[config.mk]
export PLATFORM = sky130hd
export DESIGN_NAME = ahs_host_if
export DESIGN_NICKNAME = d
export VERILOG_FILES = /design/src/rtl/ahs_pkg.sv /design/src/rtl/ahs_reg_mem.sv /design/src/rtl/ahs_host_if.sv
export VERILOG_INCLUDE_DIRS = /design/src /design/src/rtl
export SDC_FILE = /design/constraint.sdc
export NUM_CORES = 1
export LEC_CHECK = 0
export BUFFER_PORTS_ARGS = -buffer_cell sky130_fd_sc_hd__buf_4
export CORE_ASPECT_RATIO = 1.25
export CORE_MARGIN = 4
export CORE_UTILIZATION = 65
export CTS_BUF_LIST = sky130_fd_sc_hd__clkbuf_16
export DETAILED_ROUTE_END_ITERATION = 16
export PLACE_DENSITY = 0.94
export SLEW_MARGIN = 30
export SYNTH_ARGS = -nofsm -noshare
export SYNTH_HDL_FRONTEND = slang
export SYNTH_SLANG_ARGS = --single-unit
[constraint.sdc]
create_clock -name clk_i -period 13.2 [get_ports clk_i]
set_clock_uncertainty 0.1 [all_clocks]
set_input_delay 0 -clock clk_i [delete_from_list [all_inputs] [get_ports clk_i]]
set_output_delay 0 -clock clk_i [all_outputs]
set_load 0.03 [all_outputs]
[src/rtl/ahs_params.svh]
// constants for the arbiter host side interface
`ifndef AHS_PARAMS_SVH
`define AHS_PARAMS_SVH

// --------------------------------------------------------------------
// register bank geometry and reset value
// --------------------------------------------------------------------
`define AHS_ADDR_W 4
`define AHS_DATA_W 8
`define AHS_REG_RST 8'h00

// --------------------------------------------------------------------
// status byte overlaid on the top register index for reads
// --------------------------------------------------------------------
`define AHS_STATUS_IDX 4'hf
`define AHS_STAT_MASTER_BIT 0
`define AHS_STAT_COMPETED_BIT 1
`define AHS_STAT_PENDING_BIT 2
`define AHS_STAT_PHASE0_BIT 3

`endif

[src/rtl/ahs_pkg.sv]
// types for the arbiter host side interface
package ahs_pkg;

    // host access sequencer states, one-hot
    typedef enum logic [2:0] {
        AHS_ST_IDLE  = 3'b001,
        AHS_ST_FETCH = 3'b010,
        AHS_ST_ACK   = 3'b100
    } ahs_acc_st_t;

endpackage : ahs_pkg

[src/rtl/ahs_reg_mem.sv]
// small register bank memory with registered read data
`timescale 1ns/100ps
`default_nettype none
`include "ahs_params.svh"

module ahs_reg_mem
    import ahs_pkg::*;
#(
    parameter int AW = `AHS_ADDR_W,
    parameter int DW = `AHS_DATA_W
) (
    input wire logic clk_i,
    input wire logic sys_rst_i,
    input wire logic wr_en_i,
    input wire logic [AW-1:0] wr_addr_i,
    input wire logic [DW-1:0] wr_data_i,
    input wire logic rd_en_i,
    input wire logic [AW-1:0] rd_addr_i,
    output logic [DW-1:0] rd_data_o
);

    localparam int DEPTH = 1 << AW;

    logic [DW-1:0] mem [DEPTH];

    // --------------------------------------------------------------------
    // storage
    // --------------------------------------------------------------------
    // write port, cleared on reset
    always_ff @(posedge clk_i or posedge sys_rst_i) begin
        if (sys_rst_i) begin
            for (int i = 0; i < DEPTH; i++) begin
                mem[i] <= `AHS_REG_RST;
            end
        end else if (wr_en_i) begin
            mem[wr_addr_i] <= wr_data_i;
        end
    end

    // registered read port
    always_ff @(posedge clk_i or posedge sys_rst_i) begin
        if (sys_rst_i) begin
            rd_data_o <= `AHS_REG_RST;
        end else if (rd_en_i) begin
            rd_data_o <= mem[rd_addr_i];
        end
    end

endmodule // ahs_reg_mem
`default_nettype wire

[src/rtl/ahs_host_if.sv]
// host and external logic side of the backplane arbitration controller
// Function
// RULE_01: register bank reached over eight-bit data bus, driven on reads, sampled on writes
// RULE_02: host presents a four-bit register index during each access
// RULE_03: access starts on chip select; device answers only while it is asserted
// RULE_04: data acknowledge asserted for every completed read or write
// RULE_05: select high captures on chip select rise, low on acknowledge fall
// RULE_06: message send request makes the device arbitrate to send a message
// RULE_07: message sent flag only after a successful message transmission
// RULE_08: error interrupt asserted on any arbitration cycle error
// RULE_09: message interrupt asserted when an arbitration message is received
// RULE_10: powerfail interrupt asserted when the received message is powerfail
// RULE_11: idle compete window asserted while competing in idle bus arbitration
// RULE_12: idle success after competing makes this module the bus master
// RULE_13: idle success while master without competing clears the master flag
// RULE_14: outside logic asserts disconnect or abort to cancel the cycle
// RULE_15: locked at tenure transfer gives dummy cycle if master, else unlock
// RULE_16: unlock output never asserted unless resources locked is asserted
// RULE_17: queue strobe pulsed for each received arbitration message
// RULE_18: all timing derived from one clock input
// RULE_19: host reset clears state, releases outputs, returns to phase zero
// RULE_20: pending interrupt outputs cleared by a host register write
// RULE_21: acknowledge negated after chip select negates, before next access
`timescale 1ns/100ps
`default_nettype none
`include "ahs_params.svh"

module ahs_host_if
    import ahs_pkg::*;
#(
    parameter int AW = `AHS_ADDR_W,
    parameter int DW = `AHS_DATA_W
) (
    input wire logic clk_i,
    input wire logic sys_rst_i,
    input wire logic host_rst_n_i,
    input wire logic [DW-1:0] data_i,
    output logic [DW-1:0] data_o,
    output logic data_oe_o,
    input wire logic [AW-1:0] addr_i,
    input wire logic cs_n_i,
    input wire logic rw_n_i,
    output logic transfer_ack_n_o,
    input wire logic capture_sel_i,
    input wire logic message_send_request_n_i,
    output logic msg_tx_req_o,
    input wire logic msg_tx_done_i,
    output logic message_sent_flag_n_o,
    input wire logic arb_error_i,
    output logic arbitration_error_irq_n_o,
    input wire logic msg_rx_valid_i,
    input wire logic msg_rx_powerfail_i,
    output logic message_received_irq_n_o,
    output logic powerfail_message_irq_n_o,
    output logic message_queue_strobe_n_o,
    input wire logic idle_arb_active_i,
    input wire logic idle_compete_request_n_i,
    output logic idle_compete_window_n_o,
    input wire logic idle_win_success_n_i,
    input wire logic disconnect_or_abort_i,
    input wire logic tenure_transfer_i,
    input wire logic resources_locked_in_n_i,
    output logic release_locks_out_n_o,
    output logic dummy_cycle_o,
    output logic master_o,
    output logic phase0_o
);

    ahs_acc_st_t st;
    ahs_acc_st_t next_st;
    logic [AW-1:0] addr_q;
    logic rd_q;
    logic wr_pulse;
    logic [DW-1:0] wr_data;
    logic [DW-1:0] mem_rd;
    logic [DW-1:0] status;
    logic rd_en;
    logic competed;
    logic win_prev;
    logic win_fall;
    logic msg_pend;
    logic soft_rst;

    assign soft_rst = ~host_rst_n_i; // RULE_19

    // --------------------------------------------------------------------
    // host access sequencer
    // --------------------------------------------------------------------
    // next state of the access handshake
    always_comb begin
        next_st = st;
        unique case (st)
            AHS_ST_IDLE: begin
                if (!cs_n_i) begin // RULE_03
                    next_st = AHS_ST_FETCH;
                end
            end
            AHS_ST_FETCH: begin
                if (cs_n_i) begin
                    next_st = AHS_ST_IDLE;
                end else begin
                    next_st = AHS_ST_ACK; // RULE_04
                end
            end
            AHS_ST_ACK: begin
                if (cs_n_i) begin
                    next_st = AHS_ST_IDLE; // RULE_21
                end
            end
            default: begin
                next_st = AHS_ST_IDLE;
            end
        endcase
    end

    // state register; one clock drives everything
    always_ff @(posedge clk_i or posedge sys_rst_i) begin // RULE_18
        if (sys_rst_i) begin
            st <= AHS_ST_IDLE;
        end else if (soft_rst) begin
            st <= AHS_ST_IDLE;
        end else begin
            st <= next_st;
        end
    end

    // latch index and direction at the start of an access
    always_ff @(posedge clk_i or posedge sys_rst_i) begin
        if (sys_rst_i) begin
            addr_q <= '0;
            rd_q <= 1'b0;
        end else if (st == AHS_ST_IDLE && !cs_n_i) begin
            addr_q <= addr_i; // RULE_02
            rd_q <= rw_n_i;
        end
    end

    // acknowledge is the ack state itself
    assign transfer_ack_n_o = (st != AHS_ST_ACK); // RULE_04

    // write strobe on the selected capture edge
    always_comb begin
        wr_pulse = 1'b0;
        if (!rd_q && !soft_rst) begin
            if (capture_sel_i) begin
                wr_pulse = (st == AHS_ST_ACK) && cs_n_i; // RULE_05
            end else begin
                wr_pulse = (st == AHS_ST_FETCH) && !cs_n_i; // RULE_05
            end
        end
    end
    assign wr_data = data_i; // RULE_01

    assign rd_en = (st == AHS_ST_IDLE) && !cs_n_i && rw_n_i;

    ahs_reg_mem #(
        .AW(AW),
        .DW(DW)
    ) u_mem (
        .clk_i(clk_i),
        .sys_rst_i(sys_rst_i),
        .wr_en_i(wr_pulse),
        .wr_addr_i(addr_q),
        .wr_data_i(wr_data),
        .rd_en_i(rd_en),
        .rd_addr_i(addr_i),
        .rd_data_o(mem_rd)
    );

    // status byte seen at the top index
    always_comb begin
        status = '0;
        status[`AHS_STAT_MASTER_BIT] = master_o;
        status[`AHS_STAT_COMPETED_BIT] = competed;
        status[`AHS_STAT_PENDING_BIT] = msg_pend;
        status[`AHS_STAT_PHASE0_BIT] = phase0_o;
    end

    // read data and bus drive, released outside read acks
    always_ff @(posedge clk_i or posedge sys_rst_i) begin
        if (sys_rst_i) begin
            data_o <= '0;
            data_oe_o <= 1'b0;
        end else if (soft_rst) begin
            data_oe_o <= 1'b0; // RULE_19
        end else if (st == AHS_ST_FETCH && !cs_n_i && rd_q) begin
            data_o <= (addr_q == `AHS_STATUS_IDX) ? status : mem_rd;
            data_oe_o <= 1'b1; // RULE_01
        end else if (next_st != AHS_ST_ACK) begin
            data_oe_o <= 1'b0;
        end
    end

    // --------------------------------------------------------------------
    // message send and arbitration events
    // --------------------------------------------------------------------
    // pending send request until sent or cancelled
    always_ff @(posedge clk_i or posedge sys_rst_i) begin
        if (sys_rst_i) begin
            msg_pend <= 1'b0;
        end else if (soft_rst || disconnect_or_abort_i) begin
            msg_pend <= 1'b0; // RULE_14
        end else if (!message_send_request_n_i) begin
            msg_pend <= 1'b1; // RULE_06
        end else if (msg_tx_done_i) begin
            msg_pend <= 1'b0;
        end
    end
    assign msg_tx_req_o = msg_pend; // RULE_06

    // phase zero held from reset until a send begins
    always_ff @(posedge clk_i or posedge sys_rst_i) begin
        if (sys_rst_i) begin
            phase0_o <= 1'b1;
        end else if (soft_rst) begin
            phase0_o <= 1'b1; // RULE_19
        end else if (msg_pend || !transfer_ack_n_o) begin
            phase0_o <= phase0_o & ~msg_pend;
        end else begin
            phase0_o <= ~msg_pend;
        end
    end

    // sent flag pulses once per successful transmission
    always_ff @(posedge clk_i or posedge sys_rst_i) begin
        if (sys_rst_i) begin
            message_sent_flag_n_o <= 1'b1;
        end else begin
            message_sent_flag_n_o <= ~(msg_tx_done_i && msg_pend &&
                !soft_rst); // RULE_07
        end
    end

    // sticky interrupts, set wins over the write clear
    always_ff @(posedge clk_i or posedge sys_rst_i) begin
        if (sys_rst_i) begin
            arbitration_error_irq_n_o <= 1'b1;
            message_received_irq_n_o <= 1'b1;
            powerfail_message_irq_n_o <= 1'b1;
        end else if (soft_rst) begin
            arbitration_error_irq_n_o <= 1'b1;
            message_received_irq_n_o <= 1'b1;
            powerfail_message_irq_n_o <= 1'b1;
        end else begin
            arbitration_error_irq_n_o <= ~(arb_error_i || // RULE_08
                (!arbitration_error_irq_n_o && !wr_pulse)); // RULE_20
            message_received_irq_n_o <= ~(msg_rx_valid_i || // RULE_09
                (!message_received_irq_n_o && !wr_pulse)); // RULE_20
            powerfail_message_irq_n_o <= ~((msg_rx_valid_i &&
                msg_rx_powerfail_i) || // RULE_10
                (!powerfail_message_irq_n_o && !wr_pulse)); // RULE_20
        end
    end

    // queue strobe, one cycle per received message
    always_ff @(posedge clk_i or posedge sys_rst_i) begin
        if (sys_rst_i) begin
            message_queue_strobe_n_o <= 1'b1;
        end else begin
            message_queue_strobe_n_o <= ~(msg_rx_valid_i && !soft_rst); // RULE_17
        end
    end

    // --------------------------------------------------------------------
    // idle bus arbitration and mastership
    // --------------------------------------------------------------------
    // compete window while idle arbitration runs and we request
    always_ff @(posedge clk_i or posedge sys_rst_i) begin
        if (sys_rst_i) begin
            idle_compete_window_n_o <= 1'b1;
        end else begin
            idle_compete_window_n_o <= ~(idle_arb_active_i && // RULE_11
                !idle_compete_request_n_i && !soft_rst);
        end
    end

    // remember competing until the idle arbitration ends
    always_ff @(posedge clk_i or posedge sys_rst_i) begin
        if (sys_rst_i) begin
            competed <= 1'b0;
        end else if (soft_rst || !idle_arb_active_i) begin
            competed <= 1'b0;
        end else if (!idle_compete_window_n_o) begin
            competed <= 1'b1;
        end
    end

    // success edge detector
    always_ff @(posedge clk_i or posedge sys_rst_i) begin
        if (sys_rst_i) begin
            win_prev <= 1'b1;
        end else begin
            win_prev <= idle_win_success_n_i;
        end
    end
    assign win_fall = win_prev && !idle_win_success_n_i;

    // master flag; an open window counts as having competed
    always_ff @(posedge clk_i or posedge sys_rst_i) begin
        if (sys_rst_i) begin
            master_o <= 1'b0;
        end else if (soft_rst) begin
            master_o <= 1'b0;
        end else if (win_fall && (competed || !idle_compete_window_n_o)) begin
            master_o <= 1'b1; // RULE_12
        end else if (win_fall && master_o) begin
            master_o <= 1'b0; // RULE_13
        end
    end

    // --------------------------------------------------------------------
    // lock handling at tenure transfer
    // --------------------------------------------------------------------
    // dummy cycle when master, unlock otherwise
    always_ff @(posedge clk_i or posedge sys_rst_i) begin
        if (sys_rst_i) begin
            dummy_cycle_o <= 1'b0;
            release_locks_out_n_o <= 1'b1;
        end else begin
            dummy_cycle_o <= tenure_transfer_i && !resources_locked_in_n_i &&
                master_o && !soft_rst; // RULE_15
            release_locks_out_n_o <= ~(tenure_transfer_i && // RULE_16
                !resources_locked_in_n_i && !master_o && !soft_rst); // RULE_15
        end
    end
endmodule // ahs_host_if
`default_nettype wire

==> results of run 1 <==
[how the worst min path moves through the flow]
stage / cells past startpoint / from / to / slack (ns)
global route: 3 / rw_n_i / rd_q / 0.1
CTS: 3 / rw_n_i / rd_q / 0.002
finish: 3 / rw_n_i / rd_q / 0.04
global placement: 2 / sys_rst_i / u_mem.mem[113] / 0.02
floorplan: 0 / idle_win_success_n_i / win_prev / -0.1
detailed placement: 1 / idle_win_success_n_i / win_prev / 0.02
[state kept, by name, indices dropped and copies added (netlist names), 3 cells and up]
register         count
addr_q               4
st                   3
u_mem.rd_data_o      8
data_o               8
u_mem.mem          128
[kinds of logic after synthesis]
kind of cell	Yosys count
muxes	183
DFF	166
and+or+nand+nor	67
buffers and inverters	41
AOI/OAI and AO/OA	32
xor gates and xnor gates	1
[layout by cell type (no fill, tap or decap), drive strengths merged, types with 4 or more instances in the layout]
| cell type | count |
|---|---|
| o221ai | 8 |
| clkbuf | 17 |
| clkinv | 9 |
| nand3 | 13 |
| mux2i | 19 |
| mux2 | 132 |
| mux4 | 32 |
| inv | 14 |
| nor2b | 4 |
| dfstp | 10 |
| dfrtp | 156 |
| dlygate4sd3 | 29 |
| o21ai | 10 |
| nor2 | 11 |
| nand4 | 6 |
| buf | 52 |
| nand2 | 15 |
| a21oi | 11 |
[power by group through the flow]
| stage | logic [mW] | clock network (mW) | registers (mW) |
|---|---|---|---|
| 5_1_grt | 0.112 | 0.474 | 0.542 |
| 3_3_place_gp | 0.0889 | 0 | 0.546 |
| 6_report | 0.105 | 0.451 | 0.541 |
| 3_5_place_dp | 0.0931 | 0 | 0.548 |
| 2_1_floorplan | 0.0547 | 0 | 0.552 |
| 4_1_cts | 0.102 | 0.447 | 0.540 |
[through the flow]
| step | setup slack [ns] | std cells | area (um2) | util [%] |
|---|---|---|---|---|
| 4_1_cts | 10.33 | 707 | 8740 | 78.1 |
| 2_1_floorplan | 8.63 | 490 | 7500 | - |
| 6_report | 10.25 | 707 | 8740 | 78.1 |
| 5_1_grt | 10.24 | 707 | 8740 | 78.1 |
| 3_3_place_gp | 10.51 | 646 | 7920 | 70.8 |
| 3_5_place_dp | 10.42 | 646 | 7930 | 70.8 |
[tightest hold or removal path: stages]
cell and delay (ns):
buf_4 0.09, nand2_1 0.25, o21ai_0 0.17
[cell type report]
class | instances | area [um2]
multi-input combinational | 283 | 3150
clock inverter | 15 | 97.6
clock buffer | 17 | 425
tap | 135 | 169
sequential | 166 | 4170
inverter | 10 | 42.5
timing repair buffer | 81 | 684
fill | 507 | 2450
[metal layers]
| metal | track usage, % | up-vias |
|---|---|---|
| li1 | - | 1957 |
| met1 | 37.5 | 2588 |
| met2 | 52.9 | 363 |
| met3 | 8.82 | 84 |
| met4 | 15.3 | 0 |
| met5 | 0 | - |
[timing repair]
action / in CTS / in global routing
endpoints found under the setup margin: 0 / 0
hold buffers: 29 / 0
endpoints found under the hold margin: 226 / 0
==> summary.md, run 1 <==
| Metric | Value |
|---|---|
| Psw | roughly 280 uW |
| Compound-Gate Fraction of Synth Area | between 3 and 4% |
| Post-synth EDFFs | 0 |
| YS warnings | 0 |
| Synth Net Count | approximately 520 |
| R2r startpoint | addr_q[1] |
| Stages on worst setup path | 3 |
| Crit path DAT | 3.15 ns |
| First-pass GRT wire length | between 30,000 and 40,000 um |
| Final Cycle Share | between 20% and 30% |
| Die Y-Extent | approximately 130 um |
| R2r setup slk | roughly 10 ns |
| Worst hold slack | ~0.035 ns |
| Clock Tree Buf Depth | 2 |
| Sequential area share after synthesis | between 50% and 60% |
| CP top delay family | compound AO/OA/AOI/OAI gates |
| Num rows | 43 |
| CTS sink count | 166 |
| Simple-gate share of the synthesized area | between 6 and 7% |
| Grt total ovfl | 0 |
| RePlAce Congestion | 0.803 |
| Most used flip-flop cell after synthesis | dfrtp_1 |
| #FFs+latches synth | around 170 |
| Pwr dens | 126 nW/um2 |
| Clock Latency Late Sink | roughly 0.42 ns |
| CP cell instances | nand4_1 > a2111oi_4 > mux2_2 |
| Syn-to-layout area delta | 16.5% |
| Setup TNS | 0 ns |
| Core area | around 11,000 um2 |
| Status | finished clean |
| Sequential share of power | around half |
| Pint | 815 uW |
| Max Cap Viol | 0 |
| Worst vdd ir | slightly above 0.0001 V |
| Cell taking the most area after synthesis | dfrtp_1 |
| Endpoints failing hold | 0 |
| WL met2 | about 10,000 um |
| WP data required | roughly 13 ns |
| Pins Over Slew Limit | 0 |
| Share of cells above drive strength 1 | between 40% and 50% |
| ANT nets after route | 0 |
| Total power | approximately 1.1 mW |
| RR Endpoint | u_mem.mem[3] |
| Post-cts sizing count | 0 |
| Worst path bufs/invs | 0 |
| CP endpoint | u_mem.mem[3] |
| DRT iter0 DRCs | roughly 520 |
| Detailed placement HPWL | ~10,000 um |
| Fmax | between 0.3 and 0.4 GHz |
| CTS buffer count | 17 |
| Mapped Area | about 7500 um2 |
| DR pass1 iterations | 5 |
| Reg clk slew, reported paths | ~0.070 ns |
| H-tree depth | 4 |
| Crit-path max FO | 11 |
| CTS tree | yes |
| Post-synthesis mux area share | a little under a third |
| Top post-synthesis cells by count | 156 x dfrtp_1, 132 x mux2_2, 32 x mux4_2, 20 x clkbuf_1, 19 x mux2i_1 |
| Reg2Reg Depth | 3 |
| Met3 WL post-DR | around 1700 um |
| Largest family of logic cells by synthesized area | multiplexers |
| Post-synthesis xor/xnor area fraction | less than 1% |
| Vias in the first global route | between 5,000 and 6,000 |
| Initial antenna violation count | 0 |
| DRC Markers | 0 |
| Post-DR wirelength/cell | 28.0 um |
| Syn_area_per_cell | about 15 um2 |
| Layout Nets | between 500 and 600 |
| Post-CTS Setup Bufs | 0 |
| Sw Share | roughly a quarter |
| Top Layer Used | met4 |
| Crit path kind | reg2reg |
| Share of synthesized registers carrying an async set or reset | 100% |
| IO Pins | 50 |
| Top cells by area, synth | dfrtp_1 52%, mux2_2 20%, mux4_2 9.6%, dfstp_2 3.5%, mux2i_1 2.5% |
| Clock power frac | about two fifths |
| Metal-1 WL | 7090 um |
| Unrepaired setup endpoints after global routing | false |
| CP max stage delay | 1.00 ns |
| Via/cell ratio | slightly above 7 |
| Initial core utilization | approximately two thirds |
| DIE WIDTH | between 100 and 150 um |
| Logic pwr share | 9.6% |
| Yosys cell types | 41 |
| Worst setup EP type | register |
| Worst slew margin | between 40% and 50% |
| Total wire length | slightly below 20,000 um |
| Crit-path slowest cell | a2111oi_4 |
| Total track usage | 31.4% |
| # setup viols final | 0 |
| Worst Setup Start Kind | register |
| DIE AREA | 13,300 um2 |
| Post-Synth Adder-Cell Area | 0% |
| Worst-margin pin slew | 0.883 ns |
| Post-synth top area share | 52.0% |
| Lkg Pwr | between 4 and 5 nW |
| DR vias | between 4,000 and 5,000 |
| Ant diodes | 0 |
| Period minus WS final | between 2 and 3 ns |
| Largest net degree at the start of global routing | between 90 and 100 |
| Root cell of the clock tree | clkbuf_16 |
| Class of the worst hold path | in2reg |
| Most common cell in the netlist | dfrtp_1 |
| Port bufs | 49 |
| Crit path launch | addr_q[1] |
| Cells after Synth | just under 500 |
(Power assumes the default switching activity.)
==> run 2, diff against run 1 <==
--- a/config.mk
+++ b/config.mk
@@ -6,13 +6,14 @@
 export SDC_FILE = /design/constraint.sdc
 export NUM_CORES = 1
 export LEC_CHECK = 0
+export ABC_AREA = 1
 export BUFFER_PORTS_ARGS = -buffer_cell sky130_fd_sc_hd__buf_4
 export CORE_ASPECT_RATIO = 1.25
 export CORE_MARGIN = 4
-export CORE_UTILIZATION = 65
+export CORE_UTILIZATION = 61
 export CTS_BUF_LIST = sky130_fd_sc_hd__clkbuf_16
 export DETAILED_ROUTE_END_ITERATION = 16
-export PLACE_DENSITY = 0.94
+export PLACE_DENSITY = 0.89
 export SLEW_MARGIN = 30
 export SYNTH_ARGS = -nofsm -noshare
 export SYNTH_HDL_FRONTEND = slang
==> constraint.sdc (replaced) <==
create_clock -name clk_i -period 3 [get_ports clk_i]
set_clock_uncertainty 0.1 [all_clocks]
set_input_delay 0 -clock clk_i [delete_from_list [all_inputs] [get_ports clk_i]]
set_output_delay 0 -clock clk_i [all_outputs]
set_load 0.03 [all_outputs]
==> run 2 against run 1 <==
Compared with the run above: synthesized cell count increased by 140%; non-clock buffer count increased by 22; cell area rose by 15%; critical path depth up 6; routed wire length increased by 26%; register-to-register slack got worse by 9.7 ns; clock power grew to 5.1 times the previous value; count of clock-buffer cells in the layout increased by 3; die area increased by 23%; global-route usage rose by 0.50 points.
==> summary.md, run 2 <==
| Metric | Value |
|---|---|
| Status | finished clean |
| Initial antenna violation count | 0 |
| Crit path launch | st[0] |
| Worst Slack Setup Final | between 0.5 and 0.6 ns |
| Mapped Area | slightly below 9000 um2 |
| Most common cell on crit path | nand2_1 |
| Port bufs | 49 |
| WP data required | around 3.3 ns |
| Crit path kind | reg2reg |
| Clock Tree Buf Depth | 2 |
| Max Cap Viol | 0 |
| Clock Latency Late Sink | about 0.43 ns |
| Endpoints failing hold | 0 |
| H-tree depth | 4 |
| Num rows | between 40 and 50 |
| Reg clk slew, reported paths | around 0.07 ns |
| Top post-synthesis cells by count | 494 x nand2_1, 156 x dfrtp_1, 130 x nand4_1, 118 x inv_1, 112 x nand3_1 |
| Post-CTS Setup Bufs | 0 |
| Sequential area share after synthesis | 47.6% |
| Stages on worst setup path | 9 |
| DR vias | about 8,400 |
| Worst path bufs/invs | 4 |
| Class of the worst hold path | in2reg |
| Cell taking the most area after synthesis | dfrtp_1 |
| Crit-path max FO | 11 |
| Util after Layout | a little under three quarters |
| # setup viols final | 0 |
| Initial core utilization | a little over three fifths |
| Fmax | 0.406 GHz |
| Hold path startpoint | addr_i[2] |
| R2r startpoint | st[0] |
| Reg2Reg Depth | 9 |
| Final Cycle Share | 82.0% |
| Share of synthesized registers carrying an async set or reset | 100% |
| Most used flip-flop cell after synthesis | dfrtp_1 |
| DRT iter0 DRCs | around 1,100 |
| Cells after Synth | 1,157 |
| Grt total ovfl | 0 |
| Reg with most FFs | u_mem.mem |
| RePlAce Congestion | roughly 0.97 |
| Yosys cell types | 30 |
| Share of cells above drive strength 1 | around 11% |
| Total track usage | 31.9% |
| CTS buffer count | 17 |
| Detailed placement HPWL | between 10,000 and 15,000 um |
| Hold path cells | 6 |
| Largest register FFs | about 130 |
| Syn-to-layout area delta | 14.3% |
| Unrepaired setup endpoints after global routing | false |
| Worst Setup Start Kind | register |
| Pre-CTS WS | ~0.80 ns |
| Post-DR wirelength/cell | 18.0 um |
| Core area | roughly 14,000 um2 |
| Vias in the first global route | between 8,000 and 9,000 |
| Total wire length | about 25,000 um |
| DR pass1 iterations | 6 |
| Worst vdd ir | around 0.00036 V |
| CTS sink count | between 150 and 200 |
| Lkg Pwr | roughly 5.3 nW |
| Post-synth EDFFs | 0 |
| Worst slew margin | 47.4% |
| IO Pins | 50 |
| DIE AREA | roughly 16,000 um2 |
| Worst hold slack | ~0.043 ns |
| Crit path DAT | roughly 2.7 ns |
| Synth Net Count | approximately 1,200 |
| Worst setup EP type | register |
| R2r setup slk | around 0.54 ns |
| Commonest cells after routing, fill and taps aside | 494 x nand2_1, 156 x dfrtp_1, 130 x nand4_1, 117 x inv_1, 112 x nand3_1 |
| DIE WIDTH | between 100 and 150 um |
| #FFs+latches synth | approximately 170 |
| First-pass GRT wire length | slightly above 40,000 um |
| CP max stage delay | about 0.55 ns |
| Layout Nets | 1,233 |
| Period minus WS final | 2.46 ns |
| Crit-path slowest cell | dfstp_2 |
| ANT nets after route | 0 |
| Post-synth top area share | between 40% and 50% |
| CTS tree | yes |
| CP top delay family | buffers and inverters |
| Syn_area_per_cell | around 7.6 um2 |
| Ant diodes | 0 |
| Worst-margin pin slew | between 0.7 and 0.8 ns |
| Die Y-Extent | ~140 um |
| Pins Over Slew Limit | 0 |
| DRC Markers | 0 |
| CP cell instances | inv_1 > nor3_1 > nand2_1 > inv_1 > nand2_1 > inv_1 > nand2_1 > nand2_1 > dlygate4sd3_1 |
| Via/cell ratio | 6.02 |
| Most common cell in the netlist | nand2_1 |
| Largest net degree at the start of global routing | 66 |
| Commonest non-fill, non-tap cell in the layout | nand2_1 |
| Top cells by area, synth | dfrtp_1 45%, nand2_1 21%, nand4_1 9.3%, nand3_1 6.4%, inv_1 5.1% |
| Biggest regs | u_mem.mem x128, data_o x8, u_mem.rd_data_o x8 |
| Setup TNS | 0 ns |
| Pwr dens | about 640 nW/um2 |
| Root cell of the clock tree | clkbuf_16 |
| YS warnings | 0 |
==> run 2: area by class of cell <==
cell class                 count  area [um2]
tap                          175         219
fill                         968        3920
inverter                     122         462
multi-input combinational    794        3660
sequential                   166        4170
clock inverter                12         126
clock buffer                  20         500
timing repair buffer         103         876
==> run 2: cell families after synthesis <==
family / count (synthesis) / synth area share (%)
and+or+nand+nor: 776 / 40.5
AOI/OAI and AO/OA: 18 / 1.29
buffers and inverters: 197 / 10.7
DFF: 166 / 47.6
==> run 2: worst register-to-register path, stage by stage, from the launching register on <==
cell and delay (ns):
dfstp_2 0.55, inv_1 0.05, nor3_1 0.13, nand2_1 0.27, inv_1 0.15, nand2_1 0.22
inv_1 0.26, nand2_1 0.09, nand2_1 0.06, dlygate4sd3_1 0.53
==> run 2: final timing paths <==
path | endpoint
worst max-delay path | u_mem.rd_data_o[5]
worst min-delay path | u_mem.rd_data_o[7]
worst max register to register | u_mem.rd_data_o[5]
worst min register to register | u_mem.mem[84]
max in group asynchronous | u_mem.mem[74]
min in group asynchronous | u_mem.mem[0]
==> run 2: metal layers <==
metal	global-route usage (%)	routed length [um]	part of all wire, %	up-vias
met5	0	0	0	-
met4	20.7	1610	6.4	0
met3	5.61	2210	8.8	129
met2	50.8	12000	48	509
met1	39.9	9230	37	3932
li1	-	-	-	3813
==> run 2: stage by stage <==
stage	power (mW)	instances	instance area, um2
after floorplan	3.70	1157	8770
after global placement	3.98	1329	9070
after detailed placement	4.03	1329	9070
after CTS	6.34	1392	10000
after global routing	6.66	1392	10000
final	6.38	1392	10000
==> run 2: where the power goes <==
part | internal (mW) | switching [mW]
clock network | 1.31 | 0.976
logic | 0.408 | 0.828
registers | 2.63 | 0.231
==> run 2: timing repair <==
| item | in CTS | in global routing |
|---|---|---|
| hold endpoints to repair | 180 | 0 |
| gates resized for setup | 0 | 0 |
| hold buffers | 31 | 0 |
==> run 3, diff against run 2 <==
==> constraint.sdc (replaced) <==
create_clock -name clk_i -period 2.4 [get_ports clk_i]
set_clock_uncertainty 0.1 [all_clocks]
set_input_delay 0 -clock clk_i [delete_from_list [all_inputs] [get_ports clk_i]]
set_output_delay 0 -clock clk_i [all_outputs]
set_load 0.03 [all_outputs]
==> run 3 against run 2 <==
Compared with the run above: non-clock buffer count up 11; worst setup slack worse by 0.23 ns; register-to-register slack got worse by 0.23 ns; largest power group unchanged; flip-flop and latch count is the same; count of clock-buffer cells in the layout decreased by 3; clock power up 18%; combinational power rose by 26%; core utilization increased by 0.69 points; cell area grew 0.96%.
==> summary.md, run 3 (synthesis results as in run 2) <==
| Metric | Value |
|---|---|
| Status | finished clean |
| Unrepaired setup endpoints after global routing | false |
| Dpl cells | between 1,000 and 1,500 |
| Most used routing layer in global routing | met2 |
| Crit-path max FO | just over 40 |
| Lkg Pwr | around 5.3 nW |
| WP data required | 2.61 ns |
| Setup TNS | 0 ns |
| Worst slew margin | a little over half |
| Total power | slightly below 8 mW |
| Grt total ovfl | 0 |
| Sequential share of power | between 40% and 50% |
| Worst setup EP type | register |
| Layout Nets | between 1,000 and 1,500 |
| Endpoints failing hold | 0 |
| Largest net degree at the start of global routing | 68 |
| Worst vdd ir | just over 0.0004 V |
| Class of the worst hold path | in2async |
| Pwr dens | ~780 nW/um2 |
| Crit path kind | reg2reg |
| Worst Setup Start Kind | register |
| Vias in the first global route | approximately 8,300 |
| Worst-margin pin slew | between 0.7 and 0.8 ns |
| Worst Slack Setup Final | 0.310 ns |
| Placement Cell Area | around 9200 um2 |
| Pins Over Slew Limit | 0 |
| Period minus WS final | about 2.1 ns |
| Via/cell ratio | 5.93 |
| Initial core utilization | approximately 63% |
| Total wire length | around 25,000 um |
| # setup viols final | 0 |
| IO Pins | 50 |
| CP max stage delay | approximately 0.42 ns |
| Num rows | 48 |
| Sw Share | between 30% and 40% |
| Syn-to-layout area delta | 15.4% |
| CP cell instances | inv_2 > nand3_1 > nor2_2 > nor2_2 > nor2_8 > buf_12 > nand3_1 > nand2_1 > nand2_1 |
| Crit-path slowest cell | dfrtp_1 |
| DRC Markers | 0 |
| Met1 global-route usage | about two fifths |
| DRT iter0 DRCs | ~800 |
| Reg with most FFs | u_mem.mem |
| Ant diodes | 0 |
| Commonest non-fill, non-tap cell in the layout | nand2_1 |
| Detailed placement HPWL | 15,500 um |
| Root cell of the clock tree | clkbuf_16 |
| DR pass1 iterations | 5 |
| CTS buffer count | 17 |
| Clock power frac | between 30% and 40% |
| Pre-CTS WS | between 0.3 and 0.4 ns |
| Largest register FFs | between 100 and 150 |
| ANT nets after route | 0 |
| Share of cells above drive strength 1 | 12.4% |
| Worst hold slack | between 0.04 and 0.05 ns |
| Clock Latency Late Sink | 0.43 ns |
| Met3 Usage GRT | ~7.0% |
| Final Cycle Share | approximately 87% |
| Clock Tree Buf Depth | 2 |
| RePlAce Congestion | approximately 0.93 |
| Met2 Usage GRT | 51.9% |
| First-pass GRT wire length | approximately 41,000 um |
| DIE AREA | between 15,000 and 20,000 um2 |
| Die Y-Extent | about 140 um |
| Pint | around 5.2 mW |
| Crit path DAT | 2.30 ns |
| Initial antenna violation count | 0 |
| DR vias | about 8,300 |
| Max Cap Viol | 0 |
| Util after Layout | between 70% and 80% |
| Port bufs | 49 |
| CTS tree | yes |
| Commonest cells after routing, fill and taps aside | 494 x nand2_1, 156 x dfrtp_1, 130 x nand4_1, 117 x inv_1, 112 x nand3_1 |
| CTS sink count | about 170 |
| Core area | ~14,000 um2 |
| Reg clk slew, reported paths | roughly 0.080 ns |
| Total track usage | between 30% and 40% |
| Non-filler cells, final | between 1,000 and 1,500 |
| Fmax | 0.478 GHz |
| Logic pwr share | between 10% and 20% |
| H-tree depth | 4 |
| Post-DR wirelength/cell | around 18 um |
| Fillers | about 980 |
| Biggest regs | u_mem.mem x128, data_o x8, u_mem.rd_data_o x8 |
| Final instance area | roughly 10,000 um2 |
| Psw | roughly 2.6 mW |
| DIE WIDTH | between 100 and 150 um |
[run 3: what timing repair did]
action                                 4_1_cts  5_1_grt
gates resized for setup                      0        0
endpoints found under the hold margin      310        0
setup buffers                                0        0
hold buffers                                29        0
[run 3: routing by layer]
metal,vias to the layer above,share of wire (%)
met3,102,8.8
met4,0,4.6
met2,458,48
li1,3857,-
met5,-,0
met1,3900,38
[run 3: area by class of cell]
cell class	count	area, um2	share of cell area (%)
clock buffer	17	425	4.21
inverter	122	462	4.57
clock inverter	15	158	1.56
timing repair buffer	114	1020	10.1
multi-input combinational	794	3660	36.2
sequential	166	4170	41.2
tap	175	219	2.17
[run 3: final timing paths]
path                                from                   endpoint  slack [ns]  cells past startpoint
hold / removal                 sys_rst_i              u_mem.mem[21]        0.05                      3
setup reg to reg                   st[2]              u_mem.mem[79]        0.31                      9
hold reg to reg            u_mem.mem[43]              u_mem.mem[43]        0.37                      2
setup / recovery                   st[2]              u_mem.mem[79]        0.31                      9
min in group clk_i             addr_i[2]         u_mem.rd_data_o[1]        0.09                      6
max in group asynchronous      sys_rst_i  arbitration_error_irq_n_o        1.44                      4
[run 3: power by group through the flow]
| stage | registers, mW | logic, mW | clock network [mW] |
|---|---|---|---|
| 6_report | 3.58 | 1.56 | 2.70 |
| 5_1_grt | 3.62 | 1.77 | 2.84 |
| 3_3_place_gp | 3.58 | 1.43 | 0 |
| 2_1_floorplan | 3.57 | 1.06 | 0 |
| 3_5_place_dp | 3.60 | 1.49 | 0 |
| 4_1_cts | 3.56 | 1.54 | 2.70 |
[run 3: critical path: cells and delay by family, from the launching register on]
kind          cells  cell delay [ns]
simple gates      7             1.11
flops             1             0.42
buf+inv           2             0.32
